`src/rtl/bils_pkg.sv`:
```
/*
 Package for the blit and image load setup block: register indices, field
 positions, format codes and the packed types shared by the design files.
 Assumes an APB master with 32-bit data and byte strobes.
*/
`default_nettype none
package bils_pkg;
   // Byte address layout: [15:8] page, [7:2] register index
   localparam logic [7:0] REG_PAGE = 8'h1c;
   localparam logic [7:0] START_PAGE = 8'h1d;
   localparam logic [15:0] WIN_TOP = 16'h1bff;
   localparam int unsigned PAGE_MSB = 15;
   localparam int unsigned PAGE_LSB = 8;
   localparam int unsigned IDX_MSB = 7;
   localparam int unsigned IDX_LSB = 2;
   localparam logic [5:0] IDX_END = 6'h00;
   localparam logic [5:0] IDX_START = 6'h01;
   localparam logic [5:0] IDX_STEP = 6'h02;
   localparam logic [5:0] IDX_XBND = 6'h03;
   localparam logic [5:0] IDX_YCNT = 6'h04;
   localparam logic [5:0] IDX_YST = 6'h05;
   localparam logic [5:0] IDX_LCNT = 6'h06;
   localparam logic [5:0] IDX_CTL = 6'h07;
   localparam logic [5:0] IDX_MACC = 6'h08;
   localparam logic [5:0] IDX_BACK_COLOUR_REG = 6'h09;
   localparam logic [5:0] IDX_FORE_COLOUR_REG = 6'h0a;
   localparam logic [5:0] IDX_PLANE = 6'h0b;
   localparam logic [5:0] IDX_OPERATION_MODE_REG = 6'h0c;
   localparam logic [5:0] IDX_STAT = 6'h0d;
   localparam int unsigned END_W = 24;
   localparam int unsigned START_W = 18;
   localparam int unsigned LINES_W = 16;
   localparam int unsigned CNT_W = 32;
   // Combined y/count word: count low half, y start high half
   localparam int unsigned YC_Y_LSB = 16;
   // draw_control_word fields
   localparam int unsigned CTL_OP_LSB = 0;
   localparam int unsigned CTL_LINEAR_BIT = 7;
   localparam int unsigned CTL_FMT_LSB = 25;
   localparam logic [3:0] OP_HOST_IMAGE_LOAD = 4'h9;
   // blit_source_format codes
   localparam logic [3:0] FMT_NATIVE = 4'h0;
   localparam logic [3:0] FMT_MONO_LSB = 4'h1;
   localparam logic [3:0] FMT_MONO_WORD = 4'h2;
   localparam logic [3:0] FMT_YUV = 4'h3;
   localparam logic [3:0] FMT_RGB24 = 4'h4;
   localparam logic [3:0] FMT_BGR24 = 4'h5;
   localparam logic [3:0] FMT_RGB32 = 4'h6;
   localparam logic [3:0] FMT_BGR32 = 4'h7;
   // memory_access_cfg depth field, bits 1:0
   localparam logic [1:0] DEPTH_8 = 2'h0;
   localparam logic [1:0] DEPTH_16 = 2'h1;
   localparam logic [1:0] DEPTH_32 = 2'h2;
   localparam logic [1:0] DEPTH_24 = 2'h3;
   localparam logic [5:0] PSIZ_1 = 6'h01;
   localparam logic [5:0] PSIZ_8 = 6'h08;
   localparam logic [5:0] PSIZ_16 = 6'h10;
   localparam logic [5:0] PSIZ_24 = 6'h18;
   localparam logic [5:0] PSIZ_32 = 6'h20;
   localparam logic [5:0] DW_ROUND = 6'h1f;
   localparam int unsigned DW_SHIFT = 5;

   typedef struct packed {
      logic [END_W-1:0] end_addr;
      logic [START_W-1:0] start_addr;
      logic [END_W-1:0] step;
      logic [31:0] xbnd;
      logic [LINES_W-1:0] ystart;
      logic [LINES_W-1:0] lines;
      logic [31:0] ctl;
      logic [31:0] macc;
      logic [31:0] back_colour_reg;
      logic [31:0] fore_colour_reg;
      logic [31:0] plane;
      logic [31:0] operation_mode_reg;
   } bils_regs_t;

   typedef struct packed {
      logic valid;
      logic [31:0] data;
   } bils_img_t;

   typedef enum logic [2:0] {
      ST_IDLE = 3'b001,
      ST_CALC = 3'b010,
      ST_LOAD = 3'b100
   } bils_state_t;
endpackage
`default_nettype wire

```
`src/rtl/bils_dword_calc.sv`:
```
/*
 Dword total for one image load: source pixel size from the source format
 and depth, then the padded dword count. Result is registered, so it is
 valid one edge after its inputs settle.
*/
`default_nettype none
module bils_dword_calc (
   input wire logic i_clk_sys,
   input wire logic i_sys_rst,
   input wire logic [3:0] i_fmt,
   input wire logic [1:0] i_depth,
   input wire logic [bils_pkg::END_W-1:0] i_end_addr,
   input wire logic [bils_pkg::LINES_W-1:0] i_lines,
   input wire logic i_linear,
   output logic [5:0] o_psiz,
   output logic [bils_pkg::CNT_W-1:0] o_total
);
   typedef struct packed {
      logic [5:0] psiz;
      logic [bils_pkg::CNT_W-1:0] total;
   } bils_calc_t;
   bils_calc_t r;
   bils_calc_t next_r;
   logic [5:0] psiz;
   logic [30:0] bits;
   logic [25:0] dw;
   logic [41:0] prod;

   always_comb begin
      unique case (i_fmt)
         bils_pkg::FMT_NATIVE: begin
            unique case (i_depth)
               bils_pkg::DEPTH_8: psiz = bils_pkg::PSIZ_8;
               bils_pkg::DEPTH_16: psiz = bils_pkg::PSIZ_16;
               bils_pkg::DEPTH_24: psiz = bils_pkg::PSIZ_24;
               bils_pkg::DEPTH_32: psiz = bils_pkg::PSIZ_32;
            endcase
         end
         bils_pkg::FMT_MONO_LSB, bils_pkg::FMT_MONO_WORD: psiz = bils_pkg::PSIZ_1;
         bils_pkg::FMT_YUV: psiz = bils_pkg::PSIZ_16;
         bils_pkg::FMT_RGB24, bils_pkg::FMT_BGR24: psiz = bils_pkg::PSIZ_24;
         bils_pkg::FMT_RGB32, bils_pkg::FMT_BGR32: psiz = bils_pkg::PSIZ_32;
         default: psiz = bils_pkg::PSIZ_32;
      endcase
      // Pixels are end address plus one; linear pads once, xy pads per line
      bits = 31'(psiz) * (31'(i_end_addr) + 31'd1) + 31'(bils_pkg::DW_ROUND);
      dw = 26'(bits >> bils_pkg::DW_SHIFT);
      prod = i_linear ? 42'(dw) : 42'(dw) * 42'(i_lines);
      next_r.psiz = psiz;
      next_r.total = prod[bils_pkg::CNT_W-1:0];
   end

   always_ff @(posedge i_clk_sys) begin
      if (i_sys_rst) begin
         r <= '0;
      end else begin
         r <= next_r;
      end
   end

   assign o_psiz = r.psiz;
   assign o_total = r.total;
endmodule // bils_dword_calc
`default_nettype wire

```
`src/rtl/bils_core.sv`:
```
/*
 Register front end and image-load sequencer of the drawing engine's blit
 setup. APB slave (with byte strobes) holding source address, destination,
 control and colour registers; a write in the start page launches the
 operation; an image load then eats bus writes as image dwords.
 Assumes the drawing datapath always accepts o_img.
*/
// How it works
// - An operation starts only on a register write in the start page, done last
// - End, start and step registers hold the source address set-up; end and step keep 24 bits
// - Source start register keeps 18 bits only
// - Pattern start locates and pins pattern; step register set to 32
// - Image load takes successive bus writes as data, addresses ignored
// - Load ends only after every expected dword; later writes are registers
// - Dword total: linear pads at end, xy pads every line
// - Source pixel size follows source format and depth
`default_nettype none
module bils_core (
   input wire logic i_clk_sys,
   input wire logic i_sys_rst,
   input wire logic i_psel,
   input wire logic i_penable,
   input wire logic i_pwrite,
   input wire logic [15:0] i_paddr,
   input wire logic [31:0] i_pwdata,
   input wire logic [3:0] i_pstrb,
   output logic o_pready,
   output logic [31:0] o_prdata,
   output logic o_pslverr,
   output bils_pkg::bils_img_t o_img,
   output logic o_op_start,
   output logic o_busy,
   output bils_pkg::bils_regs_t o_regs
);
   typedef struct packed {
      bils_pkg::bils_regs_t regs;
      bils_pkg::bils_state_t st;
      logic phase;
      logic [bils_pkg::CNT_W-1:0] remain;
      logic [31:0] prdata;
      logic pslverr;
      bils_pkg::bils_img_t img;
      logic op_start;
   } bils_core_st_t;

   bils_core_st_t r;
   bils_core_st_t next_r;
   logic [5:0] psiz;
   logic [bils_pkg::CNT_W-1:0] total;
   logic setup;
   logic wr;
   logic [5:0] idx;
   logic [7:0] page;
   logic reg_hit;
   logic start_hit;
   logic [31:0] ctl_new;

   function automatic logic [31:0] merge(input logic [31:0] old, input logic [31:0] wd,
                                         input logic [3:0] strb);
      logic [31:0] res;
      res = old;
      for (int b = 0; b < 4; b++) begin
         if (strb[b]) begin
            res[b*8 +: 8] = wd[b*8 +: 8];
         end
      end
      return res;
   endfunction

   bils_dword_calc u_calc (
      .i_clk_sys(i_clk_sys),
      .i_sys_rst(i_sys_rst),
      .i_fmt(r.regs.ctl[bils_pkg::CTL_FMT_LSB +: 4]),
      .i_depth(r.regs.macc[1:0]),
      .i_end_addr(r.regs.end_addr),
      .i_lines(r.regs.lines),
      .i_linear(r.regs.ctl[bils_pkg::CTL_LINEAR_BIT]),
      .o_psiz(psiz),
      .o_total(total)
   );

   assign o_pready = (r.st != bils_pkg::ST_CALC);
   assign setup = i_psel && !i_penable;
   assign wr = i_psel && i_penable && o_pready && i_pwrite;
   assign idx = i_paddr[bils_pkg::IDX_MSB:bils_pkg::IDX_LSB];
   assign page = i_paddr[bils_pkg::PAGE_MSB:bils_pkg::PAGE_LSB];
   assign reg_hit = (page == bils_pkg::REG_PAGE) || (page == bils_pkg::START_PAGE);
   assign start_hit = (page == bils_pkg::START_PAGE);
   // Control word as it stands after this write, for the opcode test
   assign ctl_new = merge(r.regs.ctl, i_pwdata, (idx == bils_pkg::IDX_CTL) ? i_pstrb : 4'h0);

   always_comb begin
      next_r = r;
      next_r.img.valid = 1'b0;
      next_r.op_start = 1'b0;
      // Read data and error captured in the setup cycle
      if (setup) begin
         next_r.prdata = '0;
         next_r.pslverr = 1'b0;
         if (reg_hit) begin
            unique case (idx)
               bils_pkg::IDX_END: next_r.prdata = 32'(r.regs.end_addr);
               bils_pkg::IDX_START: next_r.prdata = 32'(r.regs.start_addr);
               bils_pkg::IDX_STEP: next_r.prdata = 32'(r.regs.step);
               bils_pkg::IDX_XBND: next_r.prdata = r.regs.xbnd;
               bils_pkg::IDX_YCNT: next_r.prdata = {r.regs.ystart, r.regs.lines};
               bils_pkg::IDX_YST: next_r.prdata = 32'(r.regs.ystart);
               bils_pkg::IDX_LCNT: next_r.prdata = 32'(r.regs.lines);
               bils_pkg::IDX_CTL: next_r.prdata = r.regs.ctl;
               bils_pkg::IDX_MACC: next_r.prdata = r.regs.macc;
               bils_pkg::IDX_BACK_COLOUR_REG: next_r.prdata = r.regs.back_colour_reg;
               bils_pkg::IDX_FORE_COLOUR_REG: next_r.prdata = r.regs.fore_colour_reg;
               bils_pkg::IDX_PLANE: next_r.prdata = r.regs.plane;
               bils_pkg::IDX_OPERATION_MODE_REG: next_r.prdata = r.regs.operation_mode_reg;
               bils_pkg::IDX_STAT: next_r.prdata = r.remain;
               default: next_r.pslverr = 1'b1;
            endcase
         end else if (i_paddr > bils_pkg::WIN_TOP) begin
            next_r.pslverr = 1'b1;
         end
      end
      unique case (r.st)
         bils_pkg::ST_LOAD: begin
            // Every bus write is the next image dword, whatever its address
            if (wr) begin
               next_r.img.valid = 1'b1;
               next_r.img.data = i_pwdata;
               next_r.remain = r.remain - 1'b1;
               if (r.remain == 32'h00000001) begin
                  next_r.st = bils_pkg::ST_IDLE;
               end
            end
         end
         bils_pkg::ST_CALC: begin
            next_r.phase = 1'b1;
            if (r.phase) begin
               next_r.phase = 1'b0;
               next_r.remain = total;
               // A load with nothing to move ends at once
               next_r.st = (total == '0) ? bils_pkg::ST_IDLE : bils_pkg::ST_LOAD;
            end
         end
         bils_pkg::ST_IDLE: begin
            // Surplus dwords after a load land here as register writes
            if (wr && reg_hit) begin
               unique case (idx)
                  bils_pkg::IDX_END: begin
                     next_r.regs.end_addr = bils_pkg::END_W'(merge(32'(r.regs.end_addr),
                        i_pwdata, i_pstrb));
                  end
                  bils_pkg::IDX_START: begin
                     next_r.regs.start_addr = bils_pkg::START_W'(merge(32'(r.regs.start_addr),
                        i_pwdata, i_pstrb));
                  end
                  bils_pkg::IDX_STEP: begin
                     next_r.regs.step = bils_pkg::END_W'(merge(32'(r.regs.step),
                        i_pwdata, i_pstrb));
                  end
                  bils_pkg::IDX_XBND: next_r.regs.xbnd = merge(r.regs.xbnd, i_pwdata, i_pstrb);
                  bils_pkg::IDX_YCNT: begin
                     next_r.regs.lines = i_pwdata[bils_pkg::LINES_W-1:0];
                     next_r.regs.ystart = i_pwdata[bils_pkg::YC_Y_LSB +: bils_pkg::LINES_W];
                  end
                  bils_pkg::IDX_YST: next_r.regs.ystart = i_pwdata[bils_pkg::LINES_W-1:0];
                  bils_pkg::IDX_LCNT: next_r.regs.lines = i_pwdata[bils_pkg::LINES_W-1:0];
                  bils_pkg::IDX_CTL: next_r.regs.ctl = merge(r.regs.ctl, i_pwdata, i_pstrb);
                  bils_pkg::IDX_MACC: next_r.regs.macc = merge(r.regs.macc, i_pwdata, i_pstrb);
                  bils_pkg::IDX_BACK_COLOUR_REG: next_r.regs.back_colour_reg = merge(r.regs.back_colour_reg, i_pwdata, i_pstrb);
                  bils_pkg::IDX_FORE_COLOUR_REG: next_r.regs.fore_colour_reg = merge(r.regs.fore_colour_reg, i_pwdata, i_pstrb);
                  bils_pkg::IDX_PLANE: begin
                     next_r.regs.plane = merge(r.regs.plane, i_pwdata, i_pstrb);
                  end
                  bils_pkg::IDX_OPERATION_MODE_REG: begin
                     // Byte lanes left unstrobed keep the swap field
                     next_r.regs.operation_mode_reg = merge(r.regs.operation_mode_reg, i_pwdata, i_pstrb);
                  end
                  default: next_r.regs = r.regs;
               endcase
               if (start_hit) begin
                  next_r.op_start = 1'b1;
                  if (ctl_new[bils_pkg::CTL_OP_LSB +: 4] == bils_pkg::OP_HOST_IMAGE_LOAD) begin
                     next_r.st = bils_pkg::ST_CALC;
                  end
               end
            end
         end
      endcase
   end

   always_ff @(posedge i_clk_sys) begin
      if (i_sys_rst) begin
         r <= '0;
         r.st <= bils_pkg::ST_IDLE;
      end else begin
         r <= next_r;
      end
   end

   assign o_prdata = r.prdata;
   assign o_pslverr = r.pslverr;
   assign o_img = r.img;
   assign o_op_start = r.op_start;
   assign o_busy = (r.st != bils_pkg::ST_IDLE);
   assign o_regs = r.regs;
endmodule // bils_core
`default_nettype wire

```
`config.mk`:
```
export PLATFORM = sky130hd
export DESIGN_NAME = bils_core
export DESIGN_NICKNAME = d
export VERILOG_FILES = /design/src/rtl/bils_pkg.sv /design/src/rtl/bils_dword_calc.sv /design/src/rtl/bils_core.sv
export SDC_FILE = /design/constraint.sdc
export NUM_CORES = 2
export LEC_CHECK = 0
export ABC_AREA = 1
export ABC_CLOCK_PERIOD_IN_PS = 25100
export BUFFER_PORTS_ARGS = -buffer_cell sky130_fd_sc_hd__buf_2
export CAP_MARGIN = 5
export CORE_ASPECT_RATIO = 1.25
export CORE_MARGIN = 3
export CORE_UTILIZATION = 65
export DETAILED_ROUTE_END_ITERATION = 10
export PLACE_DENSITY = 0.87
export SYNTH_ARGS = -nofsm -noshare
export SYNTH_HDL_FRONTEND = slang
export SYNTH_SLANG_ARGS = --single-unit
```
`constraint.sdc`:
```
create_clock -name i_clk_sys -period 25.1 [get_ports i_clk_sys]
set_input_delay 1.255 -clock i_clk_sys [delete_from_list [all_inputs] [get_ports i_clk_sys]]
set_output_delay 1.255 -clock i_clk_sys [all_outputs]
set_load 0.02 [all_outputs]
```
==> metrics.md <==
| Metric | Value |
|---|---|
| Ports | 448 |
| GR Util met3 | 0.198 |
| Mapped cell area | 37000 sq um |
| DRT Pass-1 Iters | 9 |
| PortBufs | 445 |
| Largest family of logic cells by synthesized area | adder cells |
| Global-route wire length before repair | 207000 microns |
| FF-to-FF Start | o_regs[298] |
| Clk sinks | 457 |
| Number of H-tree levels | 2 |
| Failing checks | design-rule violations, max-capacitance violations, max-slew violations |
| Setup Crit Path Kind | reg2reg |
| Core Area | 56200 sq um |
| Initial antenna violation count | 10 |
| Gr usage total | 0.463 |
| Crit. End Element | register |
| Beginning of the worst hold path | o_prdata[31] |
| Adder-cell share of the synthesized area | 0.237 |
| CTS tree | done |
| M1 GR Usage | 0.513 |
| Cell area power density | 38.9 nW/um^2 |
| Root Driver | clkbuf_16 |
| # setup viols final | 0 |
| Maximum VDD drop | 49.3 uV |
| Highest clock rate | 79.2 MHz |
| Die Area | 59900 sq um |
| Post-synthesis compound-gate area fraction | 0.178 |
| Commonest cells post-synth | 670 x inv_1, 652 x nand2_1, 494 x a21oi_1 |
| CP Buf/Inv Count | 8 |
| Final slew viol count | 1 |
| Grt met2 use | 0.670 |
| Fin Setup TNS | 0 ns |
| Multiplexer share of the synthesized area | 0 |
| FFs w/ async S/R, synth | 0 |
| Leakage | 18.4 nW |
| # fillers | 4595 |
| Max_slew headroom | -0.0675 |
| Syn nets | 5349 |
| CTS Hold Bufs | 0 |
| Xor/xnor share of the synthesized area | 0.0139 |
| Crit-path max cell delay | 0.59 ns |
| Initial core utilization | 0.659 |
| Worst Hold Depth | 2 |
| Layout area overhead | 3.09% |
| Nets@finish | 5279 |
| Synth Area in Simple Gates | 0.151 |
| Number of synthesized register bits | 457 |
| Postcts setup bufs | 0 |
| Most frequent CP cell | nand2_1 |
| Sequential area share after synthesis | 0.247 |
| Final Hold Viols | 0 |
| Post-CTS resize count | 0 |
| Die width | 219 microns |
| HP Class | reg2reg |
| Die height | 273 microns |
| Worst-Margin Slew | 1.60 ns |
| Dominant synthesized flop cell | dfxtp_1 |
| Vias post-DR | 35257 |
| Synth area leaders | dfxtp_1 25%, fa_1 18%, buf_4 7.8% |
| RSZ-0062 raised after global routing | no |
| Gpl congestion | 1.04 |
| R2r endpoint | u_calc.o_total[31] |
| Synth warn | 0 |
| Clk Latency, worst-skew pair | 0.56 ns |
| Reg2Reg Depth | 51 |
| Yosys cell types | 64 |
| Slowest-stage cell, CP | xor2_1 |
| Yosys top cell area share | 0.247 |
| Max cap viols | 1 |
| Final period util | 0.503 |
| Total global routing overflow | 0 |
| Max clock buf depth | 3 |
| Setup crit start kind | register |
| Worst path arrival time | 13.04 ns |
| Synth Area per Inst | 7.73 sq um |
| Final ANT Viol Nets | 0 |
| TritonCTS Buffers | 40 |
| Largest net degree at the start of global routing | 134 |
| Top-count cell post-synth | inv_1 |
| Delay-heaviest family, CP | adder cells |
| Max FO, Critical Path | 10 |
| DP HPWL | 105000 microns |
| Hold EP | o_prdata[31] |
| Rows | 97 |
| Tot Pwr | 1.48 mW |
| Number of global-route vias before repair | 33538 |
| Vias/cell | 6.41 |
| Avg WL per Cell | 25.5 microns |
| Largest area contributor in the netlist | dfxtp_1 |
| Fin crit period | 12.63 ns |
| Clk slew on worst S/H paths | 0.07 ns |
| Outcome | finished with violations |
| Grt peak-use layer | met2 |
| First DRT Iteration DRCs | 5241 |
| Cells after Synth | 4791 |
| FF-to-FF setup slack | 12.47 ns |
| Proportion of layout cells with a drive suffix above 1 | 0.144 |
| Clk_skew | 0.0219 ns |
| Final WL | 140000 microns |
| Worst Path Required | 25.51 ns |
| Post-route DRC | 2 |
| EDFF count, synth | 0 |
tightest hold or removal path: cells and delay by family, from the launching register on:
family | cells | cell delay [ns]
compound gates | 1 | 0.06
flops | 1 | 0.31
simple gates | 1 | 0.06
through the flow:
stage	hold slack, ns	setup WS, ns	util	std cells	area, sq um
finish	0.466	12.47	0.679	5497	38200
global route	0.480	11.76	0.679	5491	38100
CTS	0.464	12.93	0.678	5485	38100
detailed placement	0.454	13.00	0.654	5416	36800
global placement	0.451	13.19	0.654	5416	36800
floorplan	0.446	15.24	-	4791	37000
sequential cells by signal, summed over array words and instances, names as in the netlist:
signal / count
r: 36
u_calc.o_total: 32
o_pslverr: 1
o_op_start: 1
o_prdata: 32
o_regs: 322
o_img: 33
cells by family (layout without fill, tap and decap cells):
logic type                 Yosys count  count (layout)
other                                0               7
and+or+nand+nor                   1289            1289
AOI/OAI and AO/OA                 1185            1185
xor gates and xnor gates            57              57
buffers and inverters             1302            1259
DFF                                457             457
adders and majority gates          501             501
layout make-up:
type,count,area (sq um),share of cell area
clock inverter,9,87.6,0.00229
sequential,457,9150,0.240
clock buffer,60,1230,0.0322
antenna,7,17.5,0.000459
multi-input combinational,3032,21600,0.565
timing repair buffer,487,2550,0.0667
inverter,703,2650,0.0693
tap,742,928,0.0243
report_power, final:
group	internal [mW]	switching [mW]	total, mW
Combinational	0.0294	0.0875	0.117
Clock	0.350	0.284	0.634
Sequential	0.729	0.00370	0.732
worst max-delay path by stage:
stage | cells after the start | startpoint | end | slack (ns)
after detailed placement | 51 | o_regs[298] | u_calc.o_total[31] | 13.00
after global placement | 51 | o_regs[298] | u_calc.o_total[31] | 13.19
after floorplan | 53 | o_regs[298] | u_calc.o_total[31] | 15.24
after global routing | 51 | o_regs[298] | u_calc.o_total[31] | 11.76
after CTS | 51 | o_regs[298] | u_calc.o_total[31] | 12.93
final | 51 | o_regs[298] | u_calc.o_total[31] | 12.47
metal layers:
layer / vias up / wire (microns)
li1: 14986 / -
met1: 16437 / 43900
met2: 2922 / 57900
met3: 904 / 21800
met4: 8 / 16700
met5: - / 57
cell usage in the layout, fill, tap and decap left out, drive strengths merged, types with 4 or more instances in the layout:
| master | instances |
|---|---|
| nor3 | 38 |
| a211oi | 5 |
| diode | 7 |
| buf | 486 |
| nand4 | 35 |
| nand3 | 88 |
| nor4 | 14 |
| a221oi | 71 |
| nor2 | 403 |
| o21bai | 6 |
| a21boi | 4 |
| xnor2 | 12 |
| a22o | 13 |
| o211ai | 5 |
| ha | 166 |
| clkinv | 29 |
| o221ai | 4 |
| inv | 682 |
| dfxtp | 457 |
| nand2 | 685 |
| a31oi | 25 |
| or2 | 17 |
| o21ai | 458 |
| o2111ai | 6 |
| fa | 335 |
| o22ai | 31 |
| clkbuf | 61 |
| a21oi | 498 |
| xor2 | 44 |
| a22oi | 40 |
(Power assumes the default switching activity.)
